## config.mk

```make
export PLATFORM = sky130hd
export DESIGN_NAME = pia_arbiter
export DESIGN_NICKNAME = d
export VERILOG_FILES = /design/src/pkg/pia_pkg.sv /design/src/rtl/pia_sync.sv /design/src/rtl/pia_pick.sv /design/src/rtl/pia_arbiter.sv
export SDC_FILE = /design/constraint.sdc
export NUM_CORES = 1
export LEC_CHECK = 0
export ABC_AREA = 1
export BUFFER_PORTS_ARGS = -buffer_cell sky130_fd_sc_hd__clkbuf_2
export CORE_MARGIN = 5
export CORE_UTILIZATION = 25
export DETAILED_ROUTE_END_ITERATION = 6
export PLACE_DENSITY_LB_ADDON = 0.12
export SETUP_SLACK_MARGIN = 0.1
export SYNTH_ARGS = -nofsm -noshare
export SYNTH_HDL_FRONTEND = slang
export SYNTH_HIERARCHICAL = 1
export SYNTH_SLANG_ARGS = --single-unit
```

## constraint.sdc

```tcl
create_clock -name i_clock -period 6.2 [get_ports i_clock]
set_input_delay 1.86 -clock i_clock [delete_from_list [all_inputs] [get_ports i_clock]]
set_output_delay 1.86 -clock i_clock [all_outputs]
set_load 0.01 [all_outputs]
```

## src/pkg/pia_pkg.sv

```systemverilog
package pia_pkg;

  // Vector space and register bus shape
  localparam int PIA_NUM_VEC = 64;
  localparam int PIA_VEC_W = 6;
  localparam int PIA_NUM_PINS = 6;
  localparam int PIA_ADDR_W = 4;
  localparam int PIA_DATA_W = 8;
  localparam int PIA_NUM_EN_BYTES = PIA_NUM_VEC / PIA_DATA_W;

  typedef logic [PIA_VEC_W-1:0] pia_vec_t;
  typedef logic [PIA_ADDR_W-1:0] pia_addr_t;
  typedef logic [PIA_DATA_W-1:0] pia_data_t;

  // Fixed vector numbers
  localparam pia_vec_t PIA_VEC_NMI = 6'h07;
  localparam pia_vec_t PIA_VEC_PIN0 = 6'h0C;
  localparam pia_vec_t PIA_VEC_PIN5 = 6'h11;
  localparam pia_vec_t PIA_VEC_WDOG = 6'h14;
  localparam pia_vec_t PIA_VEC_ADC = 6'h17;
  localparam pia_vec_t PIA_VEC_T16C0_LO = 6'h18;
  localparam pia_vec_t PIA_VEC_T16C0_HI = 6'h1A;
  localparam pia_vec_t PIA_VEC_T16C1_LO = 6'h1C;
  localparam pia_vec_t PIA_VEC_T16C1_HI = 6'h1E;
  localparam pia_vec_t PIA_VEC_T16C2_LO = 6'h20;
  localparam pia_vec_t PIA_VEC_T16C2_HI = 6'h22;
  localparam pia_vec_t PIA_VEC_T8C01_LO = 6'h24;
  localparam pia_vec_t PIA_VEC_T8C01_HI = 6'h27;
  localparam pia_vec_t PIA_VEC_T8C23_LO = 6'h28;
  localparam pia_vec_t PIA_VEC_T8C23_HI = 6'h2B;
  // Serial unit 0: rx error, rx full, tx empty, tx end in that order
  localparam pia_vec_t PIA_VEC_SERIAL0_LO = 6'h34;
  localparam pia_vec_t PIA_VEC_SERIAL0_HI = 6'h37;
  localparam pia_vec_t PIA_VEC_SERIAL1_LO = 6'h38;
  localparam pia_vec_t PIA_VEC_SERIAL1_HI = 6'h3B;

  // Vectors that carry a maskable source; all others are reserved or NMI
  localparam logic [PIA_NUM_VEC-1:0] PIA_SRC_MASK = 64'h0FF0_0FF7_7793_F000;

  // Bit positions of the group level bits in the two level registers
  localparam int PIA_LA_PIN0 = 7;
  localparam int PIA_LA_PIN1 = 6;
  localparam int PIA_LA_PIN23 = 5;
  localparam int PIA_LA_PIN45 = 4;
  localparam int PIA_LA_WDOG = 3;
  localparam int PIA_LA_T16C0 = 2;
  localparam int PIA_LA_T16C1 = 1;
  localparam int PIA_LA_T16C2 = 0;
  localparam int PIA_LB_T8C01 = 7;
  localparam int PIA_LB_T8C23 = 6;
  localparam int PIA_LB_SERIAL0 = 3;
  localparam int PIA_LB_SERIAL1 = 2;

  // Register map
  localparam pia_addr_t PIA_OFF_SYSCTL = 4'h0;
  localparam pia_addr_t PIA_OFF_LEVEL_A = 4'h1;
  localparam pia_addr_t PIA_OFF_LEVEL_B = 4'h2;
  localparam pia_addr_t PIA_OFF_EN0 = 4'h3;
  localparam pia_addr_t PIA_OFF_STATUS = 4'hB;
  localparam pia_addr_t PIA_OFF_STATE = 4'hC;

  localparam int PIA_SYS_MODE_BIT = 0;
  localparam int PIA_SYS_ADV_BIT = 1;
  localparam pia_data_t PIA_SYSCTL_RST = 8'h03;
  localparam pia_data_t PIA_LEVEL_RST = 8'h00;
  localparam pia_data_t PIA_EN_RST = 8'h00;
  localparam int PIA_STAT_VALID_BIT = 7;
  localparam int PIA_STATE_NMI_BIT = 0;
  localparam int PIA_STATE_STBY_BIT = 1;
  localparam int PIA_STATE_SEL_BIT = 2;

  // Vector table entry size as a shift: four bytes advanced, two normal
  localparam int PIA_ADV_SHIFT = 2;
  localparam int PIA_NORM_SHIFT = 1;

  typedef struct packed {
    logic mask_global;
    logic user_mask_bit;
    logic accept;
  } pia_cpu_t;

  typedef struct packed {
    logic valid;
    pia_vec_t vector;
    logic [15:0] addr;
  } pia_req_t;

  function automatic logic pia_level_of(input pia_vec_t v, input pia_data_t la, input pia_data_t lb);
    logic lvl;
    lvl = 1'b0;
    if (v == PIA_VEC_PIN0) lvl = la[PIA_LA_PIN0];
    else if (v == PIA_VEC_PIN0 + 6'h01) lvl = la[PIA_LA_PIN1];
    else if (v inside {[PIA_VEC_PIN0 + 6'h02 : PIA_VEC_PIN0 + 6'h03]}) lvl = la[PIA_LA_PIN23];
    else if (v inside {[PIA_VEC_PIN0 + 6'h04 : PIA_VEC_PIN5]}) lvl = la[PIA_LA_PIN45];
    else if (v == PIA_VEC_WDOG) lvl = la[PIA_LA_WDOG];
    else if (v inside {[PIA_VEC_T16C0_LO : PIA_VEC_T16C0_HI]}) lvl = la[PIA_LA_T16C0];
    else if (v inside {[PIA_VEC_T16C1_LO : PIA_VEC_T16C1_HI]}) lvl = la[PIA_LA_T16C1];
    else if (v inside {[PIA_VEC_T16C2_LO : PIA_VEC_T16C2_HI]}) lvl = la[PIA_LA_T16C2];
    else if (v inside {[PIA_VEC_T8C01_LO : PIA_VEC_T8C01_HI]}) lvl = lb[PIA_LB_T8C01];
    else if (v inside {[PIA_VEC_T8C23_LO : PIA_VEC_T8C23_HI]}) lvl = lb[PIA_LB_T8C23];
    else if (v inside {[PIA_VEC_SERIAL0_LO : PIA_VEC_SERIAL0_HI]}) lvl = lb[PIA_LB_SERIAL0];
    else if (v inside {[PIA_VEC_SERIAL1_LO : PIA_VEC_SERIAL1_HI]}) lvl = lb[PIA_LB_SERIAL1];
    return lvl;
  endfunction

endpackage

```

## src/rtl/pia_sync.sv

```systemverilog
`timescale 1ns/1ps
// Three-stage input synchroniser; the output follows once stages two and three agree
module pia_sync #(
  parameter int WIDTH = 1,
  parameter logic RST_VAL = 1'b0
) (
  input wire logic i_clock,
  input wire logic i_rst,
  input wire logic [WIDTH-1:0] i_async,
  output logic [WIDTH-1:0] o_level
);

  logic [WIDTH-1:0] s1_q;
  logic [WIDTH-1:0] s2_q;
  logic [WIDTH-1:0] s3_q;
  logic [WIDTH-1:0] lvl_q;

  always_ff @(posedge i_clock or posedge i_rst) begin
    if (i_rst) begin
      s1_q <= {WIDTH{RST_VAL}};
      s2_q <= {WIDTH{RST_VAL}};
      s3_q <= {WIDTH{RST_VAL}};
    end else begin
      s1_q <= i_async;
      s2_q <= s1_q;
      s3_q <= s2_q;
    end
  end

  // Per bit: a single-cycle glitch past stage two never reaches the output
  always_ff @(posedge i_clock or posedge i_rst) begin
    if (i_rst) begin
      lvl_q <= {WIDTH{RST_VAL}};
    end else begin
      lvl_q <= (s2_q & s3_q) | (lvl_q & (s2_q | s3_q));
    end
  end

  assign o_level = lvl_q;

endmodule

```

## src/rtl/pia_pick.sv

```systemverilog
`timescale 1ns/1ps
// Finds the lowest set index among the candidates
module pia_pick #(
  parameter int N = 64,
  parameter int W = 6
) (
  input wire logic [N-1:0] i_cand,
  output logic o_found,
  output logic [W-1:0] o_index
);

  logic [N:0] below;
  logic [N-1:0] first;

  assign below[0] = 1'b0;

  generate
    for (genvar i = 0; i < N; i++) begin : g_bit
      assign below[i+1] = below[i] | i_cand[i];
      assign first[i] = i_cand[i] & ~below[i];
    end
  endgenerate

  always_comb begin
    o_index = '0;
    for (int k = 0; k < N; k++) begin
      if (first[k]) begin
        o_index = o_index | W'(k);
      end
    end
  end

  assign o_found = below[N];

endmodule

```

## src/rtl/pia_arbiter.sv

```systemverilog
`timescale 1ns/1ps
module pia_arbiter
  import pia_pkg::*;
#(
  parameter int NUM_PINS = PIA_NUM_PINS
) (
  input wire logic i_clock,
  input wire logic i_rst,
  input wire logic i_nmi,
  input wire logic i_hw_standby,
  input wire logic [NUM_PINS-1:0] i_irq_n,
  input wire logic [PIA_NUM_VEC-1:0] i_periph_req,
  input wire pia_cpu_t i_cpu,
  input wire logic [PIA_ADDR_W-1:0] i_addr,
  input wire logic [PIA_DATA_W-1:0] i_wdata,
  input wire logic i_wr,
  input wire logic i_rd,
  output logic [PIA_DATA_W-1:0] o_rdata,
  output pia_req_t o_irq
);

  generate
    if (NUM_PINS != int'(PIA_VEC_PIN5 - PIA_VEC_PIN0) + 1) begin : g_bad_pins
      $error("pia_arbiter: pin count must match the pin vector range");
    end
    // The enable bytes and the vector index must span the vector space exactly
    if (PIA_NUM_EN_BYTES * PIA_DATA_W != PIA_NUM_VEC || (1 << PIA_VEC_W) != PIA_NUM_VEC) begin : g_bad_map
      $error("pia_arbiter: enable bytes and vector width must cover the vector space");
    end
  endgenerate

  // Registers
  pia_data_t sysctl_q;
  pia_data_t level_a_q;
  pia_data_t level_b_q;
  logic [PIA_NUM_VEC-1:0] en_q;
  pia_data_t rdata_q;
  pia_data_t rdata_d;

  // Arbitration state
  logic nmi_pend_q;
  logic nmi_prev_q;
  logic valid_q;
  pia_vec_t vec_q;
  logic [15:0] addr_q;

  // Synchronised pins
  logic nmi_s;
  logic stby_s;
  logic [NUM_PINS-1:0] irq_n_s;

  logic [PIA_NUM_VEC-1:0] raw_req;
  logic [PIA_NUM_VEC-1:0] en_req;
  logic [PIA_NUM_VEC-1:0] lvl;
  logic [PIA_NUM_VEC-1:0] hi_req;
  logic [PIA_NUM_VEC-1:0] cand;
  logic sel_found;
  pia_vec_t sel_vec;
  logic sel_ok;
  logic keep_ok;
  logic nmi_edge;
  logic nmi_take;
  logic mode_one;
  logic adv_mode;
  logic mask_glob;
  logic mask_user;
  logic sel_lvl;
  logic held_lvl;

  pia_sync #(
    .WIDTH(2),
    .RST_VAL(1'b0)
  ) u_sync_ctl (
    .i_clock(i_clock),
    .i_rst(i_rst),
    .i_async({i_hw_standby, i_nmi}),
    .o_level({stby_s, nmi_s})
  );

  // Pins idle high, so the pin stages reset to the inactive level
  pia_sync #(
    .WIDTH(NUM_PINS),
    .RST_VAL(1'b1)
  ) u_sync_pins (
    .i_clock(i_clock),
    .i_rst(i_rst),
    .i_async(i_irq_n),
    .o_level(irq_n_s)
  );

  // Both control bits act live: a mode change applies from the next arbitration on
  assign mode_one = sysctl_q[PIA_SYS_MODE_BIT];
  assign adv_mode = sysctl_q[PIA_SYS_ADV_BIT];
  assign mask_glob = i_cpu.mask_global;
  assign mask_user = i_cpu.user_mask_bit;

  // Mask decision for a maskable request of the given level
  function automatic logic unmasked(input logic mode, input logic glob, input logic user, input logic level);
    logic ok;
    if (mode) begin
      ok = ~glob;
    end else if (!level) begin
      ok = ~glob;
    end else begin
      ok = ~(glob & user);
    end
    return ok;
  endfunction

  // Scaled when offered, so a later mode change leaves a standing offer's address alone
  function automatic logic [15:0] vec_addr(input pia_vec_t v, input logic adv);
    logic [15:0] a;
    a = adv ? (16'(v) << PIA_ADV_SHIFT) : (16'(v) << PIA_NORM_SHIFT);
    return a;
  endfunction

  // Pin requests are active-low levels on vectors 12..17; peripherals map by vector number
  generate
    for (genvar v = 0; v < PIA_NUM_VEC; v++) begin : g_vec
      if (v >= int'(PIA_VEC_PIN0) && v <= int'(PIA_VEC_PIN5)) begin : g_pin
        assign raw_req[v] = ~irq_n_s[v - int'(PIA_VEC_PIN0)];
      end else begin : g_per
        // Serial units land on their fixed vectors through this mapping
        assign raw_req[v] = i_periph_req[v];
      end
      assign lvl[v] = pia_level_of(pia_vec_t'(v), level_a_q, level_b_q);
    end
  endgenerate

  // Only mapped sources pass; NMI and reserved vectors are stripped here
  assign en_req = raw_req & en_q & PIA_SRC_MASK;
  // Any level-one request hides every level-zero one before the lowest-index pick
  assign hi_req = en_req & lvl;
  assign cand = (|hi_req) ? hi_req : en_req;

  // Lowest index wins, which is the default order among equal levels
  pia_pick #(
    .N(PIA_NUM_VEC),
    .W(PIA_VEC_W)
  ) u_pick (
    .i_cand(cand),
    .o_found(sel_found),
    .o_index(sel_vec)
  );

  // Selection happens first; a masked winner simply stays pending
  assign sel_lvl = lvl[sel_vec];
  assign sel_ok = sel_found & unmasked(mode_one, mask_glob, mask_user, sel_lvl);
  // A held maskable offer is withdrawn once it would no longer be accepted
  assign held_lvl = lvl[vec_q];
  assign keep_ok = en_req[vec_q] & unmasked(mode_one, mask_glob, mask_user, held_lvl);

  assign nmi_edge = nmi_s & ~nmi_prev_q;
  assign nmi_take = nmi_pend_q & ~stby_s;

  // Starts at the idle low level of the pin, so reset makes no false edge
  always_ff @(posedge i_clock or posedge i_rst) begin
    if (i_rst) begin
      nmi_prev_q <= 1'b0;
    end else begin
      nmi_prev_q <= nmi_s;
    end
  end

  // NMI latch ignores all masks; a new edge wins over the clear on acceptance
  always_ff @(posedge i_clock or posedge i_rst) begin
    if (i_rst) begin
      nmi_pend_q <= 1'b0;
    end else if (stby_s) begin
      nmi_pend_q <= 1'b0;
    end else if (nmi_edge) begin
      nmi_pend_q <= 1'b1;
    end else if (valid_q && i_cpu.accept && vec_q == PIA_VEC_NMI) begin
      nmi_pend_q <= 1'b0;
    end
  end

  // Offer to the CPU. An NMI offer is held, standby aside, until the CPU reaches an instruction
  // boundary and pulses accept; the CPU then stacks state and raises its own masks.
  always_ff @(posedge i_clock or posedge i_rst) begin
    if (i_rst) begin
      valid_q <= 1'b0;
      vec_q <= PIA_VEC_NMI;
      addr_q <= '0;
    end else if (stby_s) begin
      valid_q <= 1'b0;
    end else if (valid_q) begin
      if (i_cpu.accept) begin
        valid_q <= 1'b0;
      end else if (nmi_take && vec_q != PIA_VEC_NMI) begin
        // Not yet taken, so the CPU still sees the highest source
        vec_q <= PIA_VEC_NMI;
        addr_q <= vec_addr(PIA_VEC_NMI, adv_mode);
      end else if (vec_q != PIA_VEC_NMI && !keep_ok) begin
        valid_q <= 1'b0;
      end else begin
        valid_q <= 1'b1;
      end
    // NMI goes ahead of any maskable winner in the same cycle
    end else if (nmi_take) begin
      valid_q <= 1'b1;
      vec_q <= PIA_VEC_NMI;
      addr_q <= vec_addr(PIA_VEC_NMI, adv_mode);
    end else if (sel_ok) begin
      valid_q <= 1'b1;
      vec_q <= sel_vec;
      addr_q <= vec_addr(sel_vec, adv_mode);
    end
  end

  // Every field of the offer comes straight from a flip-flop
  assign o_irq.valid = valid_q;
  assign o_irq.vector = vec_q;
  assign o_irq.addr = addr_q;

  // Register writes
  always_ff @(posedge i_clock or posedge i_rst) begin
    if (i_rst) begin
      sysctl_q <= PIA_SYSCTL_RST;
      level_a_q <= PIA_LEVEL_RST;
      level_b_q <= PIA_LEVEL_RST;
    end else if (i_wr) begin
      if (i_addr == PIA_OFF_SYSCTL) begin
        sysctl_q <= i_wdata;
      end
      if (i_addr == PIA_OFF_LEVEL_A) begin
        level_a_q <= i_wdata;
      end
      if (i_addr == PIA_OFF_LEVEL_B) begin
        level_b_q <= i_wdata;
      end
    end
  end

  always_ff @(posedge i_clock or posedge i_rst) begin
    if (i_rst) begin
      en_q <= {PIA_NUM_EN_BYTES{PIA_EN_RST}};
    end else if (i_wr) begin
      // One byte of enables per address, in vector order
      for (int k = 0; k < PIA_NUM_EN_BYTES; k++) begin
        if (i_addr == pia_addr_t'(int'(PIA_OFF_EN0) + k)) begin
          en_q[k*PIA_DATA_W +: PIA_DATA_W] <= i_wdata;
        end
      end
    end
  end

  // Register reads: data stand in the cycle after the strobe only
  always_comb begin
    rdata_d = '0;
    if (i_rd) begin
      case (i_addr)
        PIA_OFF_SYSCTL: rdata_d = sysctl_q;
        PIA_OFF_LEVEL_A: rdata_d = level_a_q;
        PIA_OFF_LEVEL_B: rdata_d = level_b_q;
        PIA_OFF_STATUS: rdata_d = {valid_q, 1'b0, vec_q};
        PIA_OFF_STATE: rdata_d = pia_data_t'({sel_found, stby_s, nmi_pend_q});
        default: begin
          if (i_addr >= PIA_OFF_EN0 && i_addr < PIA_OFF_STATUS) begin
            rdata_d = en_q[(i_addr - PIA_OFF_EN0) * PIA_DATA_W +: PIA_DATA_W];
          end
        end
      endcase
    end
  end

  always_ff @(posedge i_clock or posedge i_rst) begin
    if (i_rst) begin
      rdata_q <= '0;
    end else begin
      rdata_q <= rdata_d;
    end
  end

  assign o_rdata = rdata_q;

endmodule

```

==> run summary, run 1 <==
status = completed
clk_lat worst skew = 0.43 ns
post-layout min period = 6.12 ns
Final Power = 3.41 mW
TritonCTS clock tree = done
DP HPWL = 25200 microns
most common cell after layout, fill and taps aside = nand2_1
vias in the first global route = 8535
Crit Path Category = in -> reg
Yosys top cell area share = 33.3%
io pins = 122
die width = 196 microns
htree depth = 4
CP most frequent cell = nand2_1
Initial Utilization = 25.2%
Synth area leader = dfrtp_1
Worst Hold Class = reg -> reg
max_cap viols = 0
Area growth syn-to-layout = 34.7%
share of layout cells above drive strength 1 = 26.9%
crit path to = vec_q[3]$_DFFE_PP0P_
Worst path slowest cell = nand4_1
die height = 196 microns
drt pass-1 iters = 7
Clock Sinks = 144
DRC Markers = 0
Num CTS Buffers = 17
PortBufs = 75
Vias/cell = 4.54
relative slew slack = 24.8%
total grt overflow = 0
most frequent cells in the layout = nand2_1, o21ai_0, buf_4, inv_1, dfrtp_1
largest net degree at the start of global routing = 74
Worst Reg-to-Reg Cells = 38
final hold violation count = 0
syn_area_per_cell = 7.37 sq um
gr usage total = 17.2%
CP Capture Type = register
Yosys Warn Count = 6
vias post-DR = 8605
CP required = 6.51 ns
DR iter-0 viols = 568
FP Rows = 68
fmax = 163 MHz
CP arrival = 6.43 ns
unrepaired setup endpoints after global routing = true
Mapped Cells = 1173
Final WS setup = 0.0778 ns
die area = 38400 sq um
final hold slack = 0.350 ns
clk_skew = 0.0127 ns
sequential share of the synthesized area = 42.1%
CP max stage delay = 0.31 ns
R2R Setup Slk = 0.99 ns
Max Transition Viols Final = 0
worst reg2reg endpoint = vec_q[3]$_DFFE_PP0P_
LEAKAGE = 5.58 nW
Routed WL = 32800 microns
Final ANT Viol Nets = 0
Pwr per Cell Area = 293 nW/um^2
clock buffer depth = 2
Yosys cell types = 50
pre-CTS WS = -0.774 ns
antenna violations before repair = 1
Worst Setup Start Kind = input port
n_diodes = 0
Mapped Area = 8650 sq um
Routability Congestion = 0.903
crit path launch = i_periph_req[55]
root buffer cell = clkbuf_16
CTS Hold Bufs = 0
top cells by area, synth = dfrtp_1, nand2_1, dfstp_2, o21ai_0, inv_1
r2r startpoint = u_sync_pins/o_level[3]$_DFF_PP1_
Nets = 1524
Clock Pin Slew Worst Setup and Hold Paths = 0.06 ns
number of synthesized register bits = 144
first-pass GRT wire length = 50800 microns
WL per Instance = 17.3 microns
fin crit share = 98.7%
core area = 34400 sq um
Worst VDD drop = 0.205 mV
final setup fails = 0
Slew @ Worst Pin = 1.12 ns
crit-path max FO = 7
## report_power, final
part | switching, mW | leakage, nW | internal, mW | total, mW
registers | 0.179 | 1.77 | 1.12 | 1.30
logic | 0.689 | 3.53 | 0.398 | 1.09
clock network | 0.419 | 0.279 | 0.602 | 1.02
## sequential cells by signal, indices dropped and copies added, names as in the netlist, 6 cells and up
name	count
o_rdata	8
en_q	64
vec_q	6
level_b_q	8
level_a_q	8
u_sync_pins/s1_q	6
u_sync_pins/s3_q	6
u_sync_pins/o_level	6
sysctl_q	8
addr_q	7
u_sync_pins/s2_q	6
## critical path: cells and delay by family
kind | cells | cell delay, ns
AND/OR/NAND/NOR | 25 | 2.64
AO/OA/AOI/OAI | 9 | 1.52
buffers and inverters | 4 | 0.40
## metal layers
layer,track usage (%),part of all wire (%),vias to the layer above
met4,4.55,1.7,0
li1,-,-,4369
met2,28.3,47,187
met1,23.6,47,4016
met5,0,0,-
met3,2.61,3.6,33
## cells in the mapped netlist (all sizes together)
cell     number
a2111oi       3
a211oi        6
a21oi        83
a221oi        1
a22oi         2
a311oi        2
a31oi         3
a41oi         1
and3          1
buf          26
clkbuf       24
clkinv        3
conb          1
dfrtp       115
dfstp        29
ha            4
inv         133
nand2       303
nand3        55
nand3b        5
nand4        40
nor2        127
nor3         14
nor4          8
o2111a        1
o2111ai       4
o211ai        8
o21a          1
o21ai       135
o21bai        3
o221ai       10
o22ai        17
o31ai         1
o41ai         1
or2           2
or3           1
## logic make-up (layout without fill, tap and decap cells)
family          Yosys count  after routing  synth area share (%)
fa+ha+maj                 4              4                 0.579
buf+inv                 186            381                  8.94
compound gates          282            282                  18.2
other cells               1             74                0.0434
simple gates            556            557                  30.1
flops                   144            144                  42.1
## per-stage QoR
stage / std cells / utilization (%) / cell area (sq um) / setup TNS [ns]
after CTS: 1893 / 33.2 / 11400 / 0
final: 1897 / 33.9 / 11700 / 0
after floorplan: 1246 / - / 8930 / 0
after global placement: 1847 / 30.6 / 10500 / -10.54
after global routing: 1897 / 33.9 / 11700 / -2.83
after detailed placement: 1847 / 30.6 / 10500 / -10.75
## worst min-delay path by stage
stage / end / from / cells after the start / slack, ns
finish: u_sync_ctl/s2_q[1]$_DFF_PP0_ / u_sync_ctl/s1_q[1]$_DFF_PP0_ / 0 / 0.35
global route: u_sync_pins/s2_q[1]$_DFF_PP1_ / u_sync_pins/s1_q[1]$_DFF_PP1_ / 0 / 0.36
CTS: u_sync_ctl/s2_q[1]$_DFF_PP0_ / u_sync_ctl/s1_q[1]$_DFF_PP0_ / 0 / 0.35
detailed placement: u_sync_ctl/s2_q[1]$_DFF_PP0_ / u_sync_ctl/s1_q[1]$_DFF_PP0_ / 0 / 0.34
global placement: u_sync_ctl/s2_q[0]$_DFF_PP0_ / u_sync_ctl/s1_q[0]$_DFF_PP0_ / 0 / 0.34
floorplan: u_sync_ctl/s2_q[0]$_DFF_PP0_ / u_sync_ctl/s1_q[0]$_DFF_PP0_ / 0 / 0.33
## cell type report
class / count / area, sq um
Inverter: 136 / 517
Fill cell: 3770 / 22700
Clock buffer: 22 / 485
Clock inverter: 10 / 101
Sequential cell: 144 / 3640
Multi-Input combinational cell: 917 / 4820
Timing Repair Buffer: 213 / 1520
Tap cell: 455 / 569
## repair_timing
action / CTS / global route
setup buffers: 14 / 5
pin swaps: 17 / 19
gates cloned: 1 / 0
endpoints found under the hold margin: 0 / 0
setup endpoints to repair: 15 / 15
gates resized for setup: 52 / 52
Note: power is estimated with default switching activity, not from simulation.
==> inputs of run 2 (changes only) <==
- MAX_ROUTING_LAYER: default -> met4
==> run 2 against run 1 <==
Compared with the run above:
- die area did not move
- cell area up 0.32%
- sequential share of layout area decreased by 0.10 points
- sequential power hardly changed
- total power fell by 0.30%
- first-iteration DRC count is 13% lower
- critical endpoint unchanged
==> run summary, run 2 (synthesized netlist as in run 1, its figures left out) <==
status = completed
Most flops, register = en_q
PortBufs = 75 (unchanged)
Initial Utilization = 25.2% (unchanged)
Slew @ Worst Pin = 1.10 ns (-0.0250 ns)
core area = 34400 sq um (unchanged)
fin crit share = 98.1% (-0.65 points)
vias in the first global route = 8695 (+1.9%)
Worst VDD drop = 0.262 mV (+27%)
antenna violations before repair = 0 (-1)
first-pass GRT wire length = 51100 microns (+0.46%)
vias post-DR = 8697 (+1.1%)
crit-path max FO = 5 (-2)
FP Rows = 68 (unchanged)
relative slew slack = 26.5% (+1.7 points)
most common cell after layout, fill and taps aside = nand2_1
CP required = 6.51 ns (about the same)
final hold violation count = 0 (unchanged)
drt pass-1 iters = 5 (-2)
Clock Sinks = 144 (unchanged)
Worst Hold Class = reg -> reg
CP top delay family = simple AND/OR/NAND/NOR gates
share of layout cells above drive strength 1 = 27.5% (+0.57 points)
max_cap viols = 0 (unchanged)
buffers plus inverters on the worst setup path = 5 (+1)
Final ANT Viol Nets = 0 (unchanged)
Nets = 1534 (+0.66%)
die area = 38400 sq um (unchanged)
Clock Pin Slew Worst Setup and Hold Paths = 0.06 ns (about the same)
Routed WL = 32800 microns (-0.16%)
fin area = 11700 sq um (+0.32%)
DP Area = 10500 sq um (about the same)
most frequent cells in the layout = nand2_1, buf_4, o21ai_0, inv_1, dfrtp_1
DRC Markers = 0 (unchanged)
largest net degree at the start of global routing = 70 (-5.4%)
gr usage total = 17.7% (+0.52 points)
die width = 196 microns (unchanged)
DR iter-0 viols = 496 (-13%)
Final Power = 3.40 mW (-0.30%)
Num CTS Buffers = 17 (unchanged)
unrepaired setup endpoints after global routing = true
clk_skew = 0.00889 ns (-0.00385 ns)
die height = 196 microns (unchanged)
clock buffer depth = 2 (unchanged)
fmax = 164 MHz (+0.66%)
Crit Path Category = in -> reg
LEAKAGE = 5.62 nW (+0.76%)
clk_lat worst skew = 0.43 ns (about the same)
post-layout min period = 6.08 ns (-0.0401 ns)
CTS Hold Bufs = 0 (unchanged)
htree depth = 4 (unchanged)
Pwr per Cell Area = 291 nW/um^2 (-0.62%)
Worst Setup Start Kind = input port
CP Capture Type = register
CP max stage delay = 0.25 ns (-0.06 ns)
DP HPWL = 25100 microns (-0.14%)
Worst path slowest cell = or2_4
Area growth syn-to-layout = 35.2%
CP arrival = 6.39 ns (-0.04 ns)
final setup fails = 0 (unchanged)
Max Transition Viols Final = 0 (unchanged)
max reg flops = 64 (unchanged)
Routability Congestion = 0.928 (+2.8%)
TritonCTS clock tree = done
Vias/cell = 4.56 (+0.54%)
WL per Instance = 17.2 microns (-0.69%)
n_diodes = 0 (unchanged)
io pins = 122 (unchanged)
total grt overflow = 0 (unchanged)
root buffer cell = clkbuf_16
==> run 2: cell types whose count changed in the layout (fill, tap and decap cells not counted), moves of 3 or more <==
| cell | change |
|---|---|
| buf_6 | -3 |
| nand2_1 | +4 |
| buf_4 | +13 |
| nand2_2 | -3 |
==> run 2: routing by layer <==
metal / vias up / routed length, microns / track usage, % / part of all wire (%)
li1: 4379 / - / - / -
met3: 34 / 1120 / 2.47 / 3.4
met1: 4099 / 15700 / 23.9 / 48
met5: - / 0 / - / 0
met2: 185 / 15200 / 27.7 / 46
met4: 0 / 730 / 5.40 / 2.2
==> run 2: report_power, final <==
group          total, mW  leakage [nW]  switching, mW  internal (mW)
clock               1.01         0.281          0.433          0.580
combinational       1.09          3.57          0.685          0.403
sequential          1.30          1.77          0.177           1.12
==> run 2: what timing repair did <==
action,in CTS,in global routing
buffers inserted,18,9
cloned,1,0
pin swaps,26,27
endpoints found under the setup margin,15,15
gates resized for setup,59,41
==> run 2: metrics by stage <==
| stage | cells | util [%] | setup TNS, ns | hold slack (ns) | setup WS, ns |
|---|---|---|---|---|---|
| CTS | 1898 | 33.4 | 0 | 0.354 | 0.0559 |
| finish | 1907 | 34.0 | 0 | 0.348 | 0.118 |
| global route | 1907 | 34.0 | -2.92 | 0.352 | -0.252 |
| detailed placement | 1848 | 30.6 | -10.95 | 0.339 | -0.790 |
| global placement | 1848 | 30.6 | -10.84 | 0.336 | -0.778 |
| floorplan | 1246 | - | 0 | 0.331 | 0.156 |
==> run 2: final timing paths <==
kind	startpoint	endpoint	slack, ns	cells after the start
worst max-delay path	i_periph_req[38]	vec_q[3]$_DFFE_PP0P_	0.12	41
worst min-delay path	u_sync_ctl/s1_q[0]$_DFF_PP0_	u_sync_ctl/s2_q[0]$_DFF_PP0_	0.35	0
worst max register to register	en_q[17]$_DFFE_PP0P_	vec_q[3]$_DFFE_PP0P_	0.97	42
worst min register to register	u_sync_ctl/s1_q[0]$_DFF_PP0_	u_sync_ctl/s2_q[0]$_DFF_PP0_	0.35	0
max in group asynchronous	i_rst	en_q[0]$_DFFE_PP0P_	3.34	3
min in group asynchronous	i_rst	u_sync_ctl/s2_q[1]$_DFF_PP0_	1.43	2
==> run 2: cell type report <==
type | instances | area, sq um
fillers | 3788 | 22700
multi-input cells | 917 | 4810
flip-flops and latches | 144 | 3640
repair buffers | 223 | 1580
well taps | 455 | 569
inverters | 136 | 514
clock buffers | 19 | 453
clock inverters | 13 | 125
==> run 2: worst reg2reg max path: cells and delay by family, from the launching register on <==
family | cells | cell delay (ns)
buffers and inverters | 6 | 0.81
AOI/OAI and AO/OA | 3 | 0.31
and+or+nand+nor | 33 | 3.65
DFF | 1 | 0.34
==> inputs of run 3 (changes only) <==
- SKIP_LAST_GASP: default -> 1
- SYNTH_HIERARCHICAL: 1 -> default
==> run 3 against run 2 <==
Compared with the run above:
- critical path depth fell by 13
- register-to-register slack better by 0.85 ns
- cell area shrank 21%
- critical endpoint is now addr_q[4]$_DFFE_PP0P_
- highest routed layer unchanged
==> run summary, run 3 <==
# Post-CTS Setup Buffers = 0 (-18)
Clock Pin Slew Worst Setup and Hold Paths = 0.06 ns (about the same)
gr usage total = 17.3% (-0.37 points)
top cells by area, synth = dfrtp_1, nand2_1, dfstp_2, o21ai_0, nor2_1
clock buffer depth = 2 (unchanged)
Crit Path Category = in -> reg
CP arrival = 5.40 ns (-0.99 ns)
DP Cell Count = 1457 (-21%)
share of layout cells above drive strength 1 = 16.4% (-11 points)
setup tns final = 0 ns (unchanged)
ys async rst share = 100% (unchanged)
Nets = 1169 (-24%)
switching power = 1.49 mW (+15%)
DP Area = 8590 sq um (-18%)
FP Rows = 65 (-4.4%)
CP Capture Type = register
unrepaired setup endpoints after global routing = false
io pins = 122 (unchanged)
DRC Markers = 0 (unchanged)
Final WS setup = 1.12 ns (+1.00 ns)
vias in the first global route = 7127 (-18%)
total grt overflow = 0 (unchanged)
DP HPWL = 22000 microns (-12%)
Routed WL = 29100 microns (-11%)
most common flop cell mapped by yosys = dfrtp_1
Mapped Cells = 1011 (-14%)
final setup fails = 0 (unchanged)
Yosys top cell area share = 36.5% (+3.2 points)
Max Transition Viols Final = 0 (unchanged)
core area = 31300 sq um (-8.9%)
antenna violations before repair = 0 (unchanged)
final hold violation count = 0 (unchanged)
die area = 35200 sq um (-8.5%)
post-CTS resize count = 0 (-100%)
WL per Instance = 19.6 microns (+14%)
most frequent cells in the layout = nand2_1, o21ai_0, dfrtp_1, nor2_1, inv_1
FF+latch area = 3640 sq um (unchanged)
LEAKAGE = 4.30 nW (-23%)
Mapped Area = 7880 sq um (-8.9%)
Synth area leader = dfrtp_1
Sw Share = 40.7% (+2.6 points)
Worst Hold Class = reg -> reg
Area growth syn-to-layout = 16.6%
Final ANT Viol Nets = 0 (unchanged)
Num CTS Buffers = 17 (unchanged)
first-pass GRT wire length = 45000 microns (-12%)
crit-path max FO = 19 (+14)
Final Power = 3.67 mW (+8.0%)
fmax = 197 MHz (+20%)
PortBufs = 75 (unchanged)
Post-Route Utilization = 29.3% (-4.7 points)
fillers = 3379 (-11%)
n_diodes = 0 (unchanged)
pre-CTS WS = 0.663 ns (+1.45 ns)
Worst VDD drop = 0.171 mV (-35%)
Non-Filler Instances = 1489 (-22%)
Yosys Warn Count = 0 (-6)
Worst Setup Start Kind = input port
Most flops, register = en_q
sequential power share = 36.5% (-1.7 points)
clock share of power = 29.2% (-0.6 points)
final hold slack = 0.350 ns (+0.00102 ns)
syn_area_per_cell = 7.79 sq um (+5.7%)
Initial Utilization = 25.2% (about the same)
logic gate share of total power = 34.3% (+2.3 points)
htree depth = 4 (unchanged)
CTS Hold Bufs = 0 (unchanged)
die height = 188 microns (-4.3%)
post-layout min period = 5.08 ns (-1.00 ns)
vias post-DR = 7199 (-17%)
status = completed
Post-synth EDFFs = 0 (unchanged)
TritonCTS clock tree = done
fin crit share = 81.9% (-16 points)
fin area = 9190 sq um (-21%)
Pint = 2.18 mW (+3.5%)
CP required = 6.52 ns (about the same)
count leader, synth = nand2_1
drt pass-1 iters = 5 (unchanged)
Pwr per Cell Area = 400 nW/um^2 (+37%)
largest net degree at the start of global routing = 52 (-26%)
Routability Congestion = 0.883 (-4.9%)
clk_skew = 0.0131 ns (+0.00425 ns)
root buffer cell = clkbuf_16
Yosys cell types = 49 (-2.0%)
DR iter-0 viols = 536 (+8.1%)
clk_lat worst skew = 0.43 ns (about the same)
most common cell after layout, fill and taps aside = nand2_1
number of synthesized register bits = 144 (unchanged)
top cells by count, synth = nand2_1, o21ai_0, dfrtp_1
die width = 188 microns (-4.3%)
sequential share of the synthesized area = 46.2% (+4.1 points)
Slew @ Worst Pin = 1.01 ns (-0.0841 ns)
max_cap viols = 0 (unchanged)
max reg flops = 64 (unchanged)
Clock Sinks = 144 (unchanged)
relative slew slack = 32.0% (+5.5 points)
Vias/cell = 4.83 (+6.0%)
area of the multi-input gates = 3660 sq um (-24%)
## run 3: changes by cell type in the layout (fill, tap and decap cells not counted), moves of 10 or more
cell	delta
clkbuf_2	+10
nand2_2	-17
a21oi_1	-52
conb_1	-65
buf_4	-139
nand3_1	+11
nor2_2	-11
a21oi_2	-10
inv_1	-31
nand4_1	-21
nand2_1	-22
## run 3: critical path: stages
cell and delay [ns]:
clkbuf_2 0.09, nand3_1 0.07, nand2_1 0.10, nor2_1 0.05
nand2_1 0.19, nor2_4 0.08, nand2_2 0.22, nand2_1 0.11
nand2_1 0.15, nand3_4 0.10, nor2_4 0.13, nand4_1 0.11
nor2_2 0.17, nand4_2 0.16, nor2_4 0.16, nand4_2 0.12
nor2_4 0.16, nand3_4 0.11, nor2_4 0.13, nand4_2 0.09
nor2_2 0.12, nand4_1 0.21, nand2_1 0.15, nand2_1 0.09
nand3_4 0.21, inv_2 0.11, nand2_1 0.08, nand2_1 0.04
## run 3: logic make-up after synthesis
group / after synthesis / share of synthesized area, %
buf+inv: 141 / 7.72
compound gates: 246 / 18.3
fa+ha+maj: 12 / 1.65
simple gates: 467 / 26.1
other cells: 1 / 0.0476
flops: 144 / 46.2
## run 3: layout make-up
class,instances,area share [%]
Inverter,96,3.98
Timing Repair Buffer,81,4.58
Clock inverter,13,1.76
Sequential cell,144,39.6
Tap cell,402,5.48
Multi-Input combinational cell,734,39.9
Clock buffer,19,4.71
## run 3: final timing paths
| path | to | cells past startpoint | slack, ns | start |
|---|---|---|---|---|
| min in group asynchronous | level_b_q[5]$_DFFE_PP0P_ | 2 | 1.46 | i_rst |
| max in group asynchronous | en_q[63]$_DFFE_PP0P_ | 3 | 3.74 | i_rst |
| worst max register to register | addr_q[4]$_DFFE_PP0P_ | 27 | 1.82 | level_b_q[3]$_DFFE_PP0P_ |
| worst min register to register | u_sync_ctl.s2_q[0]$_DFF_PP0_ | 0 | 0.35 | u_sync_ctl.s1_q[0]$_DFF_PP0_ |
| worst min-delay path | u_sync_ctl.s2_q[0]$_DFF_PP0_ | 0 | 0.35 | u_sync_ctl.s1_q[0]$_DFF_PP0_ |
| worst max-delay path | addr_q[4]$_DFFE_PP0P_ | 28 | 1.12 | i_periph_req[58] |
## run 3: power groups by stage
stage          sequential (mW)  combinational, mW  clock [mW]
6_report                  1.34               1.26        1.07
4_1_cts                   1.34               1.26        1.10
5_1_grt                   1.37               1.43        1.14
2_1_floorplan             1.28              0.906           0
3_5_place_dp              1.36               1.26           0
3_3_place_gp              1.35               1.26           0
## run 3: metal layers
| metal | wire (microns) | up-vias | GRT usage, % |
|---|---|---|---|
| li1 | - | 3524 | - |
| met2 | 12900 | 188 | 26.1 |
| met4 | 825 | 0 | 5.65 |
| met3 | 1150 | 27 | 3.07 |
| met5 | 0 | - | - |
| met1 | 14300 | 3460 | 23.7 |
